--- src/design/wdt_consts.svh ---
`ifndef WDT_CONSTS_SVH
`define WDT_CONSTS_SVH
`define WDT_WIDTH 12
`define WDT_RELOAD 12'hfff
`define WDT_MSB 11
`define DIV_16_RATIO 16
`define DIV_32_RATIO 32
`define DIV_512_RATIO 512
`define PRESCALE_WIDTH 9
`endif

--- src/design/wdt_pkg.sv ---
package wdt_pkg;
  typedef enum logic [1:0] {
    SRC_DIV_512 = 2'b00,
    SRC_DIV_32 = 2'b01,
    SRC_DIV_16 = 2'b10
  } clk_src_t;

  typedef struct packed {
    logic main_ext_input;
    logic main_or_div8_system;
    logic sub_ext_input;
    logic sub_clock_system;
  } clock_cfg_t;
endpackage : wdt_pkg

--- src/design/prescale_tick.sv ---
`timescale 1ns/1ps
`include "wdt_consts.svh"
module prescale_tick #(
  parameter int DIV_WIDTH = `PRESCALE_WIDTH
) (
  input wire logic clk_i,
  input wire logic nrst_i,
  input wire logic hold_i,
  output logic tick_16_o,
  output logic tick_32_o,
  output logic tick_512_o
);
  initial begin
    if (DIV_WIDTH < $clog2(`DIV_512_RATIO)) $error("prescaler too narrow for divide by 512");
  end

  localparam int W16 = $clog2(`DIV_16_RATIO);
  localparam int W32 = $clog2(`DIV_32_RATIO);
  localparam int W512 = $clog2(`DIV_512_RATIO);

  logic [DIV_WIDTH-1:0] count;
  logic [DIV_WIDTH-1:0] next_count;

  // --------------------------------
  // free-running divider, halted during hold
  // --------------------------------
  always_comb begin
    next_count = hold_i ? count : count + 1'b1;
  end

  always_ff @(posedge clk_i or negedge nrst_i) begin
    if (!nrst_i) begin
      count <= '0;
    end else begin
      count <= next_count;
    end
  end

  // tick on the last count of each power-of-two period
  assign tick_16_o = !hold_i && (&count[W16-1:0]);
  assign tick_32_o = !hold_i && (&count[W32-1:0]);
  assign tick_512_o = !hold_i && (&count[W512-1:0]);
endmodule : prescale_tick

--- src/design/runaway_watchdog_12bit.sv ---
`timescale 1ns/1ps
`include "wdt_consts.svh"
module runaway_watchdog_12bit #(
  parameter int WIDTH = `WDT_WIDTH
) (
  input wire logic clk_i,
  input wire logic nrst_i,
  input wire logic reset_pin_low_i,
  input wire logic reset_pin_high_voltage_i,
  input wire logic clock_stop_instruction_i,
  input wire logic wdt_write_i,
  input wire logic [15:0] wdt_wdata_i,
  input wire logic freq_sel_write_i,
  input wire logic freq_sel_wdata_i,
  input wire logic soft_reset_write_i,
  input wire logic hold_i,
  input wire logic irq_clear_i,
  input wire wdt_pkg::clock_cfg_t clock_cfg_i,
  output logic [WIDTH-1:0] count_o,
  output logic freq_sel_o,
  output logic irq_request_o,
  output logic soft_reset_pulse_o
);
  initial begin
    if (WIDTH != `WDT_WIDTH) $error("watchdog counter must be twelve bits");
    if (WIDTH <= `WDT_MSB) $error("watchdog counter too narrow for its top bit");
  end

  logic tick_16;
  logic tick_32;
  logic tick_512;
  wdt_pkg::clk_src_t src;
  logic tick;
  logic reload;
  logic [WIDTH-1:0] count;
  logic [WIDTH-1:0] next_count;
  logic freq_sel;
  logic next_freq_sel;
  logic irq;
  logic next_irq;
  logic soft_pulse;
  logic next_soft_pulse;
  logic unused_data;
  logic ext_clock;
  logic expired;
  logic count_enable;

  // --------------------------------
  // prescaler
  // --------------------------------
  prescale_tick #(
    .DIV_WIDTH(`PRESCALE_WIDTH)
  ) u_prescale (
    .clk_i(clk_i),
    .nrst_i(nrst_i),
    .hold_i(hold_i),
    .tick_16_o(tick_16),
    .tick_32_o(tick_32),
    .tick_512_o(tick_512)
  );

  // --------------------------------
  // source selection
  // --------------------------------
  assign ext_clock = (clock_cfg_i.main_ext_input && clock_cfg_i.main_or_div8_system) ||
                     (clock_cfg_i.sub_ext_input && clock_cfg_i.sub_clock_system);

  always_comb begin
    if (ext_clock) begin
      src = wdt_pkg::SRC_DIV_16;
    end else if (freq_sel) begin
      src = wdt_pkg::SRC_DIV_32;
    end else begin
      src = wdt_pkg::SRC_DIV_512;
    end
  end

  // --------------------------------
  // tick multiplexer
  // --------------------------------
  always_comb begin
    case (src)
      wdt_pkg::SRC_DIV_16: tick = tick_16;
      wdt_pkg::SRC_DIV_32: tick = tick_32;
      wdt_pkg::SRC_DIV_512: tick = tick_512;
      default: tick = 1'b0;
    endcase
  end

  assign unused_data = ^wdt_wdata_i;

  // --------------------------------
  // reload causes and count enable
  // --------------------------------
  // top bit low lasts one cycle, the reload below restores it
  assign expired = !count[`WDT_MSB];
  assign reload = reset_pin_low_i || reset_pin_high_voltage_i || clock_stop_instruction_i ||
                  wdt_write_i || expired;
  assign count_enable = tick && !hold_i && !reset_pin_high_voltage_i;

  // --------------------------------
  // counter
  // --------------------------------
  always_comb begin
    next_count = count;
    if (reload) begin
      next_count = `WDT_RELOAD;
    end else if (count_enable) begin
      next_count = count - 1'b1;
    end
  end

  always_ff @(posedge clk_i or negedge nrst_i) begin
    if (!nrst_i) begin
      count <= `WDT_RELOAD;
    end else begin
      count <= next_count;
    end
  end

  // --------------------------------
  // interrupt request
  // --------------------------------
  // expiry in the same cycle as a clear keeps the request set, unless reset_pin_low_i is high
  always_comb begin
    next_irq = irq;
    if (irq_clear_i) begin
      next_irq = 1'b0;
    end
    if (expired && !reset_pin_low_i) begin
      next_irq = 1'b1;
    end
  end

  always_ff @(posedge clk_i or negedge nrst_i) begin
    if (!nrst_i) begin
      irq <= 1'b0;
    end else begin
      irq <= next_irq;
    end
  end

  // --------------------------------
  // frequency selection flag
  // --------------------------------
  always_comb begin
    next_freq_sel = freq_sel;
    if (reset_pin_low_i) begin
      next_freq_sel = 1'b0;
    end else if (freq_sel_write_i) begin
      next_freq_sel = freq_sel_wdata_i;
    end
  end

  always_ff @(posedge clk_i or negedge nrst_i) begin
    if (!nrst_i) begin
      freq_sel <= 1'b0;
    end else begin
      freq_sel <= next_freq_sel;
    end
  end

  // --------------------------------
  // software reset pulse
  // --------------------------------
  always_comb begin
    next_soft_pulse = soft_reset_write_i;
  end

  always_ff @(posedge clk_i or negedge nrst_i) begin
    if (!nrst_i) begin
      soft_pulse <= 1'b0;
    end else begin
      soft_pulse <= next_soft_pulse;
    end
  end

  // --------------------------------
  // outputs
  // --------------------------------
  assign count_o = count;
  assign freq_sel_o = freq_sel;
  assign irq_request_o = irq;
  assign soft_reset_pulse_o = soft_pulse;
endmodule : runaway_watchdog_12bit

--- config.mk ---
export PLATFORM = sky130hd
export DESIGN_NAME = runaway_watchdog_12bit
export DESIGN_NICKNAME = d
export VERILOG_FILES = /design/src/design/wdt_pkg.sv /design/src/design/prescale_tick.sv /design/src/design/runaway_watchdog_12bit.sv
export VERILOG_INCLUDE_DIRS = /design/src /design/src/design
export SDC_FILE = /design/constraint.sdc
export NUM_CORES = 1
export LEC_CHECK = 0
export ABC_AREA = 1
export BUFFER_PORTS_ARGS = -buffer_cell sky130_fd_sc_hd__clkbuf_2
export CORE_ASPECT_RATIO = 0.6
export CORE_MARGIN = 5
export CORE_UTILIZATION = 46
export DETAILED_ROUTE_END_ITERATION = 6
export PLACE_DENSITY_LB_ADDON = 0.12
export SLEW_MARGIN = 20
export SYNTH_ARGS = -nofsm -noshare
export SYNTH_HDL_FRONTEND = slang
export SYNTH_HIERARCHICAL = 1
export SYNTH_SLANG_ARGS = --single-unit
--- constraint.sdc ---
create_clock -name clk_i -period 1.83 [get_ports clk_i]
set_clock_uncertainty 0.05 [all_clocks]
set_input_delay 0.2745 -clock clk_i [delete_from_list [all_inputs] [get_ports clk_i]]
set_output_delay 0.2745 -clock clk_i [all_outputs]
set_load 0.01 [all_outputs]
==> impl_metrics.csv, run 1 <==
group,metric,value,unit
status,status,"complete, no violations",
clock_network,cts_made_buffers,3,
setup_path,critPathMaxFanout,6,
detailed_routing,drt_iter0_markers,130,
finish,areaGrowthSynthToFinish,21.5,%
clock_network,cts_tree,"done",
min_path,worstHoldStart,"soft_reset_write_i",
power,vdd_drop_max,0.410,mV
setup_path,start_kind,"flip-flop",
synthesis,syn-num-nets,225,
detailed_routing,routed-via-count,1357,
floorplan,core,3180,µm²
setup_path,startpoint,"u_prescale/count[0]",
setup_path,cp_slowest_cell,"dfrtp_1",
timing,finalCritPeriodShare,99.6,%
floorplan,dieArea,4510,µm²
finish,final_common_cell,"nand2_1",
clock_network,clock-sinks,24,
timing,setup_viol,0,
setup_path,crit_path_max_incr_delay,0.39,ns
grt,track_usage,16.2,%
clock_network,insertion_delay,0.26,ns
finish,fillers,297,
placed_design,numPortBuffers,29,
synthesis,synth_seq_cells,24,
timing,rsz0062_at_grt,"yes",
floorplan,die_x,83.4,µm
finish,fin_util,56.8,%
floorplan,initial_utilization,46.7,%
grt,antenna_found_initial,0,
timing,report.final.slew_viol_count,0,
synthesis,yosysTopAreaCell,"dfstp_2",
synthesis,synth_cell_types,32,
synthesis,synth_area_leaders,"dfstp_2 21%, dfrtp_1 20%, nand2_1 14%",
synthesis,ys_seq_area_share,41.4,%
synthesis,ys_warn_count,6,
synthesis,async_reset_ff_share,100,%
timing,final-hold-violation-count,0,
detailed_routing,via_per_inst,4.95,
synthesis,synth_area,1490,µm²
timing,fmax,548,MHz
synthesis,synthCells,190,
detailed_routing,wl_per_cell,12.6,µm
detailed_routing,dr.pass1.iters,6,
finish,drive_above_1_share,32.8,%
placed_design,dpl_cell_area,1700,µm²
placed_design,dp_hpwl,2.62,mm
power,p_leak,0.974,nW
setup_path,endpoint_kind,"flip-flop",
setup_path,arrival,1.97,ns
synthesis,synth.avg_cell_area,7.82,µm²
timing,slew_headroom,59.2,%
floorplan,die_y,54.0,µm
clock_network,clock-root-buffer,"clkbuf_8",
power,cellPowerDensity,773,nW/µm²
detailed_routing,drc_errors,0,
flow_run,cap_violations,0,
detailed_routing,drt-total-wl,3.45,mm
placed_design,gp_congestion,0.803,
synthesis,synth_edf_count,0,
setup_path,reg2reg_from,"u_prescale/count[0]",
finish,antenna_cells,0,
setup_path,critical_path_buf_inv_count,1,
clock_network,path_clk_slew,0.08,ns
synthesis,synth_top_area_share,21.2,%
timing,worst_pin_slew,0.612,ns
finish,final_cell_mix,"55 x nand2_1, 29 x clkbuf_2, 24 x inv_1",
floorplan,boundaryPins,46,
min_path,min_path_type,"in2reg",
setup_path,cp.required,1.98,ns
grt,grt_max_degree,25,
detailed_routing,ant_nets,0,
grt,grt_first_pass_wirelength,5.64,mm
grt,grt-ovfl-total,0,
grt,grt_pass1_vias,1242,
setup_path,worstPathCellList,"ha_1 > nand2_2 > nor2_1 > ha_1 > inv_1 > nor2_1 > nand2_1 > nand4_4 > nand2_4 > nand2_4 > o21ai_1",
clock_network,ctsLongestPathBuffers,2,
timing,finalCriticalPeriod,1.82,ns
finish,nets,266,
clock_network,htree_levels,1,
setup_path,crit_family,"simple AND/OR/NAND/NOR gates",
setup_path,critPathKind,"reg2reg",
finish,fin_area,1810,µm²
floorplan,num_rows,16,
synthesis,synth_flop_cell,"dfstp_2",
## logic make-up after synthesis
family | Yosys count | synth area share, %
buf+inv | 30 | 9.93
flops | 24 | 41.4
compound gates | 15 | 7.24
fa+ha+maj | 4 | 3.37
xor+xnor | 2 | 1.18
simple gates | 115 | 36.9
## registers in the layout (all words and copies together), names as in the netlist
signal              cells
count_o                12
u_prescale/count        9
freq_sel_o              1
irq_request_o           1
soft_reset_pulse_o      1
## worst reg2reg max path: stages (launching register included)
cell	delay, ns
dfrtp_1	0.39
ha_1	0.23
nand2_2	0.11
nor2_1	0.05
ha_1	0.18
inv_1	0.05
nor2_1	0.03
nand2_1	0.10
nand4_4	0.15
nand2_4	0.18
nand2_4	0.10
o21ai_1	0.13
## where the power goes
group | switching, W | internal (W) | leakage, nW
Clock | 0.000154 | 0.000147 | 0.0216
Combinational | 0.000239 | 0.000188 | 0.671
Sequential | 0.0000612 | 0.000608 | 0.281
## layer usage
| layer | vias to the layer above | share of wire, % | global-route usage (%) |
|---|---|---|---|
| met5 | - | 0 | 0 |
| met4 | 0 | 0.41 | 3.26 |
| met3 | 2 | 9.0 | 5.66 |
| met2 | 49 | 41 | 25.7 |
| met1 | 620 | 50 | 21.8 |
| li1 | 686 | - | - |
## repair_timing
item	CTS	global route
pin swaps	0	2
setup buffers	0	1
hold buffers	1	0
setup endpoints to repair	2	12
gates resized for setup	1	6
hold endpoints to repair	12	0
gates cloned	0	2
## area by class of cell
cell class,count,area [µm²],area share (%)
well taps,45,56.3,3.12
flip-flops and latches,24,616,34.1
inverters,26,105,5.82
clock buffers,3,41.3,2.29
multi-input cells,138,773,42.8
repair buffers,38,215,11.9
## path summary, 6_finish.rpt
check	end	slack, ns	depth (start not counted)
hold reg to reg	u_prescale/count[7]	0.44	2
min in group asynchronous	soft_reset_pulse_o	0.52	2
max in group asynchronous	u_prescale/count[3]	0.82	2
setup reg to reg	count_o[8]	0.007	11
hold / removal	soft_reset_pulse_o	0.06	1
setup / recovery	count_o[8]	0.007	11
## cells in the mapped netlist, types with 3 or more instances
library cell	instances
nand2_1	57
nand4_1	4
inv_1	24
o21ai_0	4
nand2_4	3
dfrtp_1	12
nand3_1	22
ha_1	4
o21ai_2	4
nor2_1	21
dfstp_2	12
## through the flow
stage / setup TNS [ns] / worst slack, ns / hold slack, ns / power (W) / instances
after floorplan: 0 / 0.0122 / -0.0711 / 0.000911 / 190
after global placement: 0 / 0.0423 / 0.265 / 0.00106 / 267
after detailed placement: 0 / 0.0214 / 0.266 / 0.00108 / 267
after CTS: -0.00274 / -0.00274 / 0.0553 / 0.00140 / 271
after global routing: -1.06 / -0.109 / 0.0609 / 0.00150 / 274
final: 0 / 0.00652 / 0.0633 / 0.00140 / 274
No activity file was read; power rests on OpenSTA's default activity.
==> inputs of run 2 (changes only) <==
--- a/config.mk
+++ b/config.mk
@@ -13,6 +13,7 @@
 export CORE_UTILIZATION = 46
 export DETAILED_ROUTE_END_ITERATION = 6
 export PLACE_DENSITY_LB_ADDON = 0.12
+export REMOVE_ABC_BUFFERS = 1
 export SLEW_MARGIN = 20
 export SYNTH_ARGS = -nofsm -noshare
 export SYNTH_HDL_FRONTEND = slang
==> impl_metrics.csv, run 2 (synthesis results as in run 1) <==
group,metric,value,unit
status,status,"finished, violations left",
status,violations,"setup timing",
grt,grt_max_degree,25,
grt,busiest_layer,"met2",
detailed_routing,dr.pass1.iters,4,
detailed_routing,routed-via-count,1385,
grt,grt-ovfl-total,0,
setup_path,arrival,1.99,ns
finish,fillers,303,
detailed_routing,drt_iter0_markers,60,
placed_design,dp_hpwl,2.58,mm
finish,fin_area,1890,µm²
grt,grt_pass1_vias,1262,
detailed_routing,drc_errors,0,
timing,fmax,537,MHz
setup_path,rrSetupSlack,-0.03,ns
grt,antenna_found_initial,0,
timing,final-hold-violation-count,0,
floorplan,die_x,83.4,µm
clock_network,cts_tree,"done",
grt,grt_first_pass_wirelength,5.80,mm
placed_design,numPortBuffers,29,
min_path,min_path_type,"in2reg",
finish,instances_no_fill,277,
finish,fin_util,59.5,%
finish,drive_above_1_share,38.8,%
clock_network,path_clk_slew,0.08,ns
min_path,worstHoldStart,"soft_reset_write_i",
floorplan,dieArea,4510,µm²
timing,setup_viol,8,
detailed_routing,drt-total-wl,3.45,mm
timing,worst_pin_slew,0.584,ns
floorplan,num_rows,16,
setup_path,cp.required,1.95,ns
setup_path,critPathKind,"reg2reg",
grt,use_met2,25.5,%
finish,antenna_cells,0,
clock_network,htree_levels,1,
timing,slew_headroom,61.1,%
power,cellPowerDensity,772,nW/µm²
floorplan,die_y,54.0,µm
finish,largest_reg_flops,12,
grt,grtUsageMet1,22.1,%
timing,report.final.slew_viol_count,0,
min_path,whs_path_depth,1,
min_path,min_to,"soft_reset_pulse_o",
finish,final_cell_mix,"51 x nand2_1, 29 x clkbuf_2, 23 x inv_1",
detailed_routing,ant_nets,0,
grt,groute.layer.met3.usage,5.81,%
finish,multiInputGateArea,821,µm²
placed_design,dpl_cell_area,1710,µm²
setup_path,critPathMaxFanout,6,
timing,finalCritPeriodShare,102,%
power,p_leak,0.963,nW
detailed_routing,wl_per_cell,12.4,µm
floorplan,boundaryPins,46,
timing,finalCriticalPeriod,1.86,ns
timing,fin_ws,-0.0330,ns
finish,areaGrowthSynthToFinish,27.4,%
flow_run,cap_violations,0,
setup_path,cp_slowest_cell,"dfrtp_1",
detailed_routing,via_per_inst,5.00,
clock_network,clock-sinks,24,
finish,nets,268,
timing,rsz0062_at_grt,"yes",
setup_path,rr_endpoint,"count_o[3]",
setup_path,endpoint_kind,"flip-flop",
setup_path,worstPathCellList,"ha_2 > nand2_2 > nor3b_2 > ha_2 > inv_2 > nor2_2 > nand2_1 > nand4_4 > nand2_8 > o21ai_1 > nand3_1",
grt,track_usage,16.3,%
finish,seqCellArea,616,µm²
setup_path,worstRegToRegCells,11,
floorplan,core,3180,µm²
setup_path,reg2reg_from,"u_prescale/count[1]",
placed_design,gp_congestion,0.772,
clock_network,cts_made_buffers,3,
finish,final_common_cell,"nand2_1",
setup_path,crit_path_max_incr_delay,0.36,ns
clock_network,insertion_delay,0.26,ns
clock_network,clock-root-buffer,"clkbuf_8",
placed_design,place_inst,269,
clock_network,ctsLongestPathBuffers,2,
power,vdd_drop_max,0.498,mV
setup_path,cp_common_cell,"ha_2",
setup_path,start_kind,"flip-flop",
floorplan,initial_utilization,46.7,%
## run 2: metal layers
metal | wire length [µm] | vias up
met5 | 0 | -
met1 | 1690 | 640
met4 | 14 | 0
li1 | - | 691
met2 | 1430 | 52
met3 | 309 | 2
## run 2: where the power goes
group	internal [W]	switching [W]	leakage, nW	total [W]
Sequential	0.000607	0.0000607	0.281	0.000668
Combinational	0.000208	0.000236	0.653	0.000444
Clock	0.000192	0.000158	0.0288	0.000350
Total	0.00101	0.000455	0.963	0.00146
## run 2: timing repair
action / in CTS / in global routing
hold buffers: 1 / 0
gates resized for setup: 0 / 24
buffers inserted: 0 / 1
endpoints found under the setup margin: 0 / 12
hold endpoints to repair: 12 / 0
## run 2: worst max-delay path, delay by kind of cell, from the launching register on
kind	cells	cell delay, ns
adders and majority gates	2	0.40
AOI/OAI and AO/OA	1	0.15
and+or+nand+nor	7	0.77
DFF	1	0.36
buffers and inverters	1	0.03
## run 2: worst max path at each step
| stage | start | to | slack (ns) | cells after the start |
|---|---|---|---|---|
| 2_1_floorplan | u_prescale/count[0] | count_o[4] | 0.07 | 12 |
| 3_3_place_gp | u_prescale/count[0] | count_o[4] | 0.05 | 12 |
| 3_5_place_dp | u_prescale/count[0] | count_o[8] | 0.02 | 12 |
| 4_1_cts | u_prescale/count[0] | count_o[6] | 0.003 | 11 |
| 5_1_grt | u_prescale/count[0] | count_o[2] | -0.15 | 12 |
| 6_report | u_prescale/count[1] | count_o[3] | -0.03 | 11 |
## run 2: cell type report
| cell class | instances | share of cell area (%) |
|---|---|---|
| multi-input combinational | 138 | 43.3 |
| sequential | 24 | 32.5 |
| timing repair buffer | 40 | 12.7 |
| inverter | 26 | 5.55 |
| tap | 45 | 2.97 |
| clock buffer | 4 | 2.91 |
## run 2: through the flow
step	worst slack (ns)	total power [W]	hold WS, ns	TNS (ns)
after floorplan	0.0733	0.000902	-0.0711	0
after global placement	0.0538	0.00106	0.258	0
after detailed placement	0.0222	0.00108	0.265	0
after CTS	0.00340	0.00144	0.0539	0
after global routing	-0.151	0.00158	0.0484	-1.57
final	-0.0330	0.00146	0.0658	-0.138
==> inputs of run 3 (changes only) <==
--- a/config.mk
+++ b/config.mk
@@ -8,9 +8,11 @@
 export LEC_CHECK = 0
 export ABC_AREA = 1
 export BUFFER_PORTS_ARGS = -buffer_cell sky130_fd_sc_hd__clkbuf_2
+export CELL_PAD_IN_SITES_DETAIL_PLACEMENT = 0
+export CELL_PAD_IN_SITES_GLOBAL_PLACEMENT = 1
 export CORE_ASPECT_RATIO = 0.6
 export CORE_MARGIN = 5
-export CORE_UTILIZATION = 46
+export CORE_UTILIZATION = 33
 export DETAILED_ROUTE_END_ITERATION = 6
 export PLACE_DENSITY_LB_ADDON = 0.12
 export REMOVE_ABC_BUFFERS = 1
==> impl_metrics.csv, run 3 (synthesis results as in run 1) <==
group,metric,value,unit
grt,grt_max_degree,25,
finish,fin_util,45.0,%
grt,grt-ovfl-total,0,
finish,final_common_cell,"nand2_1",
timing,slew_headroom,57.5,%
power,p_leak,0.976,nW
clock_network,clock-root-buffer,"clkbuf_8",
power,p_clk_share,21.5,%
floorplan,initial_utilization,35.1,%
power,p_int,0.000986,W
floorplan,num_rows,18,
detailed_routing,wl_per_cell,13.3,µm
placed_design,place_inst,284,
power,vdd_drop_max,0.351,mV
min_path,whs_path_depth,1,
floorplan,die_x,96.6,µm
placed_design,gp_congestion,0.800,
finish,instances_no_fill,291,
finish,areaGrowthSynthToFinish,28.3,%
setup_path,critPathKind,"reg2reg",
timing,report.final.slew_viol_count,0,
placed_design,dpl_cell_area,1730,µm²
min_path,min_path_type,"in2reg",
finish,largest_reg_flops,12,
setup_path,worstRegToRegCells,12,
timing,rsz0062_at_grt,"yes",
flow_run,cap_violations,0,
floorplan,boundaryPins,46,
timing,timing.hold.ws,0.0566,ns
setup_path,cp.required,1.99,ns
detailed_routing,ant_nets,0,
floorplan,dieArea,5990,µm²
timing,fmax,547,MHz
grt,antenna_found_initial,0,
detailed_routing,drt_iter0_markers,84,
timing,worst_pin_slew,0.637,ns
finish,fin_area,1910,µm²
detailed_routing,drc_errors,0,
setup_path,arrival,1.98,ns
placed_design,dp_hpwl,2.85,mm
setup_path,critPathMaxFanout,7,
finish,antenna_cells,0,
clock_network,insertion_delay,0.27,ns
detailed_routing,dr.pass1.iters,4,
finish,final_cell_mix,"49 x nand2_1, 29 x clkbuf_2, 23 x inv_1",
grt,grt_first_pass_wirelength,6.47,mm
power,share_seq_of_total_power,45.5,%
timing,final-hold-violation-count,0,
detailed_routing,drt-total-wl,3.88,mm
status,status,"complete, no violations",
clock_network,cts_tree,"done",
grt,track_usage,13.9,%
timing,finalCritPeriodShare,99.8,%
power,power.total,0.00150,W
clock_network,clock-sinks,24,
setup_path,endpoint_kind,"flip-flop",
detailed_routing,routed-via-count,1366,
timing,setup_viol,0,
floorplan,core,4230,µm²
clock_network,htree_levels,1,
placed_design,numPortBuffers,29,
power,netSwitchingFraction,34.2,%
detailed_routing,via_per_inst,4.69,
grt,grt_pass1_vias,1235,
timing,finalCriticalPeriod,1.83,ns
power,combPwrFrac,33.0,%
clock_network,ctsLongestPathBuffers,2,
power,p_sw,0.000512,W
clock_network,path_clk_slew,0.09,ns
clock_network,cts_made_buffers,3,
finish,nets,268,
setup_path,start_kind,"flip-flop",
power,cellPowerDensity,785,nW/µm²
finish,drive_above_1_share,38.5,%
floorplan,die_y,62.0,µm
==> run 3: changes by cell type in the layout (fill, tap and decap cells not counted), moves of 2 or more <==
cell,previous run,this run
buf_4,7,9
buf_6,3,1
nand2_1,51,49
nand2_2,8,10
nand3_1,19,22
nand3_2,5,2
==> run 3: timing repair <==
action | CTS | global route
buffers inserted | 1 | 1
hold buffers | 1 | 0
resized for setup | 11 | 14
endpoints found under the hold margin | 12 | 0
pin swaps | 6 | 13
endpoints found under the setup margin | 10 | 12
gates cloned | 2 | 0
==> run 3: final cells by class <==
class	count	area, µm²
timing repair buffer	40	234
sequential	24	616
fill	457	2330
clock buffer	3	41.3
multi-input combinational	138	836
inverter	26	105
tap	60	75.1
==> run 3: routing by layer <==
metal	track usage, %	wire, µm	up-vias
met3	4.01	246	6
met1	21.6	2140	618
met4	5.00	56	0
met2	17.8	1440	46
li1	-	-	696
met5	0	0	-
==> run 3: worst max-delay path: stages, from the launching register on <==
cell and delay (ns):
dfrtp_1 0.42, ha_4 0.18, nand2_2 0.09, nor2_1 0.06, ha_1 0.17, inv_1 0.05, nor2_1 0.03, nand2_1 0.11
nand4_4 0.18, nand2_8 0.18, nand2_8 0.09, nand2_2 0.10, o21ai_2 0.05
==> run 3: power groups by stage <==
stage / Clock, W / Sequential (W) / Combinational, W
final: 0.000322 / 0.000681 / 0.000494
after global routing: 0.000351 / 0.000691 / 0.000556
after CTS: 0.000332 / 0.000676 / 0.000483
after detailed placement: 0 / 0.000673 / 0.000431
after global placement: 0 / 0.000668 / 0.000408
after floorplan: 0 / 0.000686 / 0.000216
==> run 3: path summary, 6_finish.rpt <==
check                                    start             endpoint  slack [ns]
hold reg to reg            u_prescale/count[7]  u_prescale/count[7]        0.43
setup / recovery           u_prescale/count[0]           count_o[8]       0.003
setup reg to reg           u_prescale/count[0]           count_o[8]       0.003
max in group asynchronous               nrst_i  u_prescale/count[3]        0.82
min in group asynchronous               nrst_i  u_prescale/count[0]        0.50
hold / removal              soft_reset_write_i   soft_reset_pulse_o        0.06
==> run 3: stage by stage <==
step / setup TNS [ns] / setup slack, ns
global placement: -0.0474 / -0.0155
floorplan: 0 / 0.0733
CTS: -0.00856 / -0.00515
finish: 0 / 0.00307
global route: -1.09 / -0.111
detailed placement: -0.223 / -0.0562
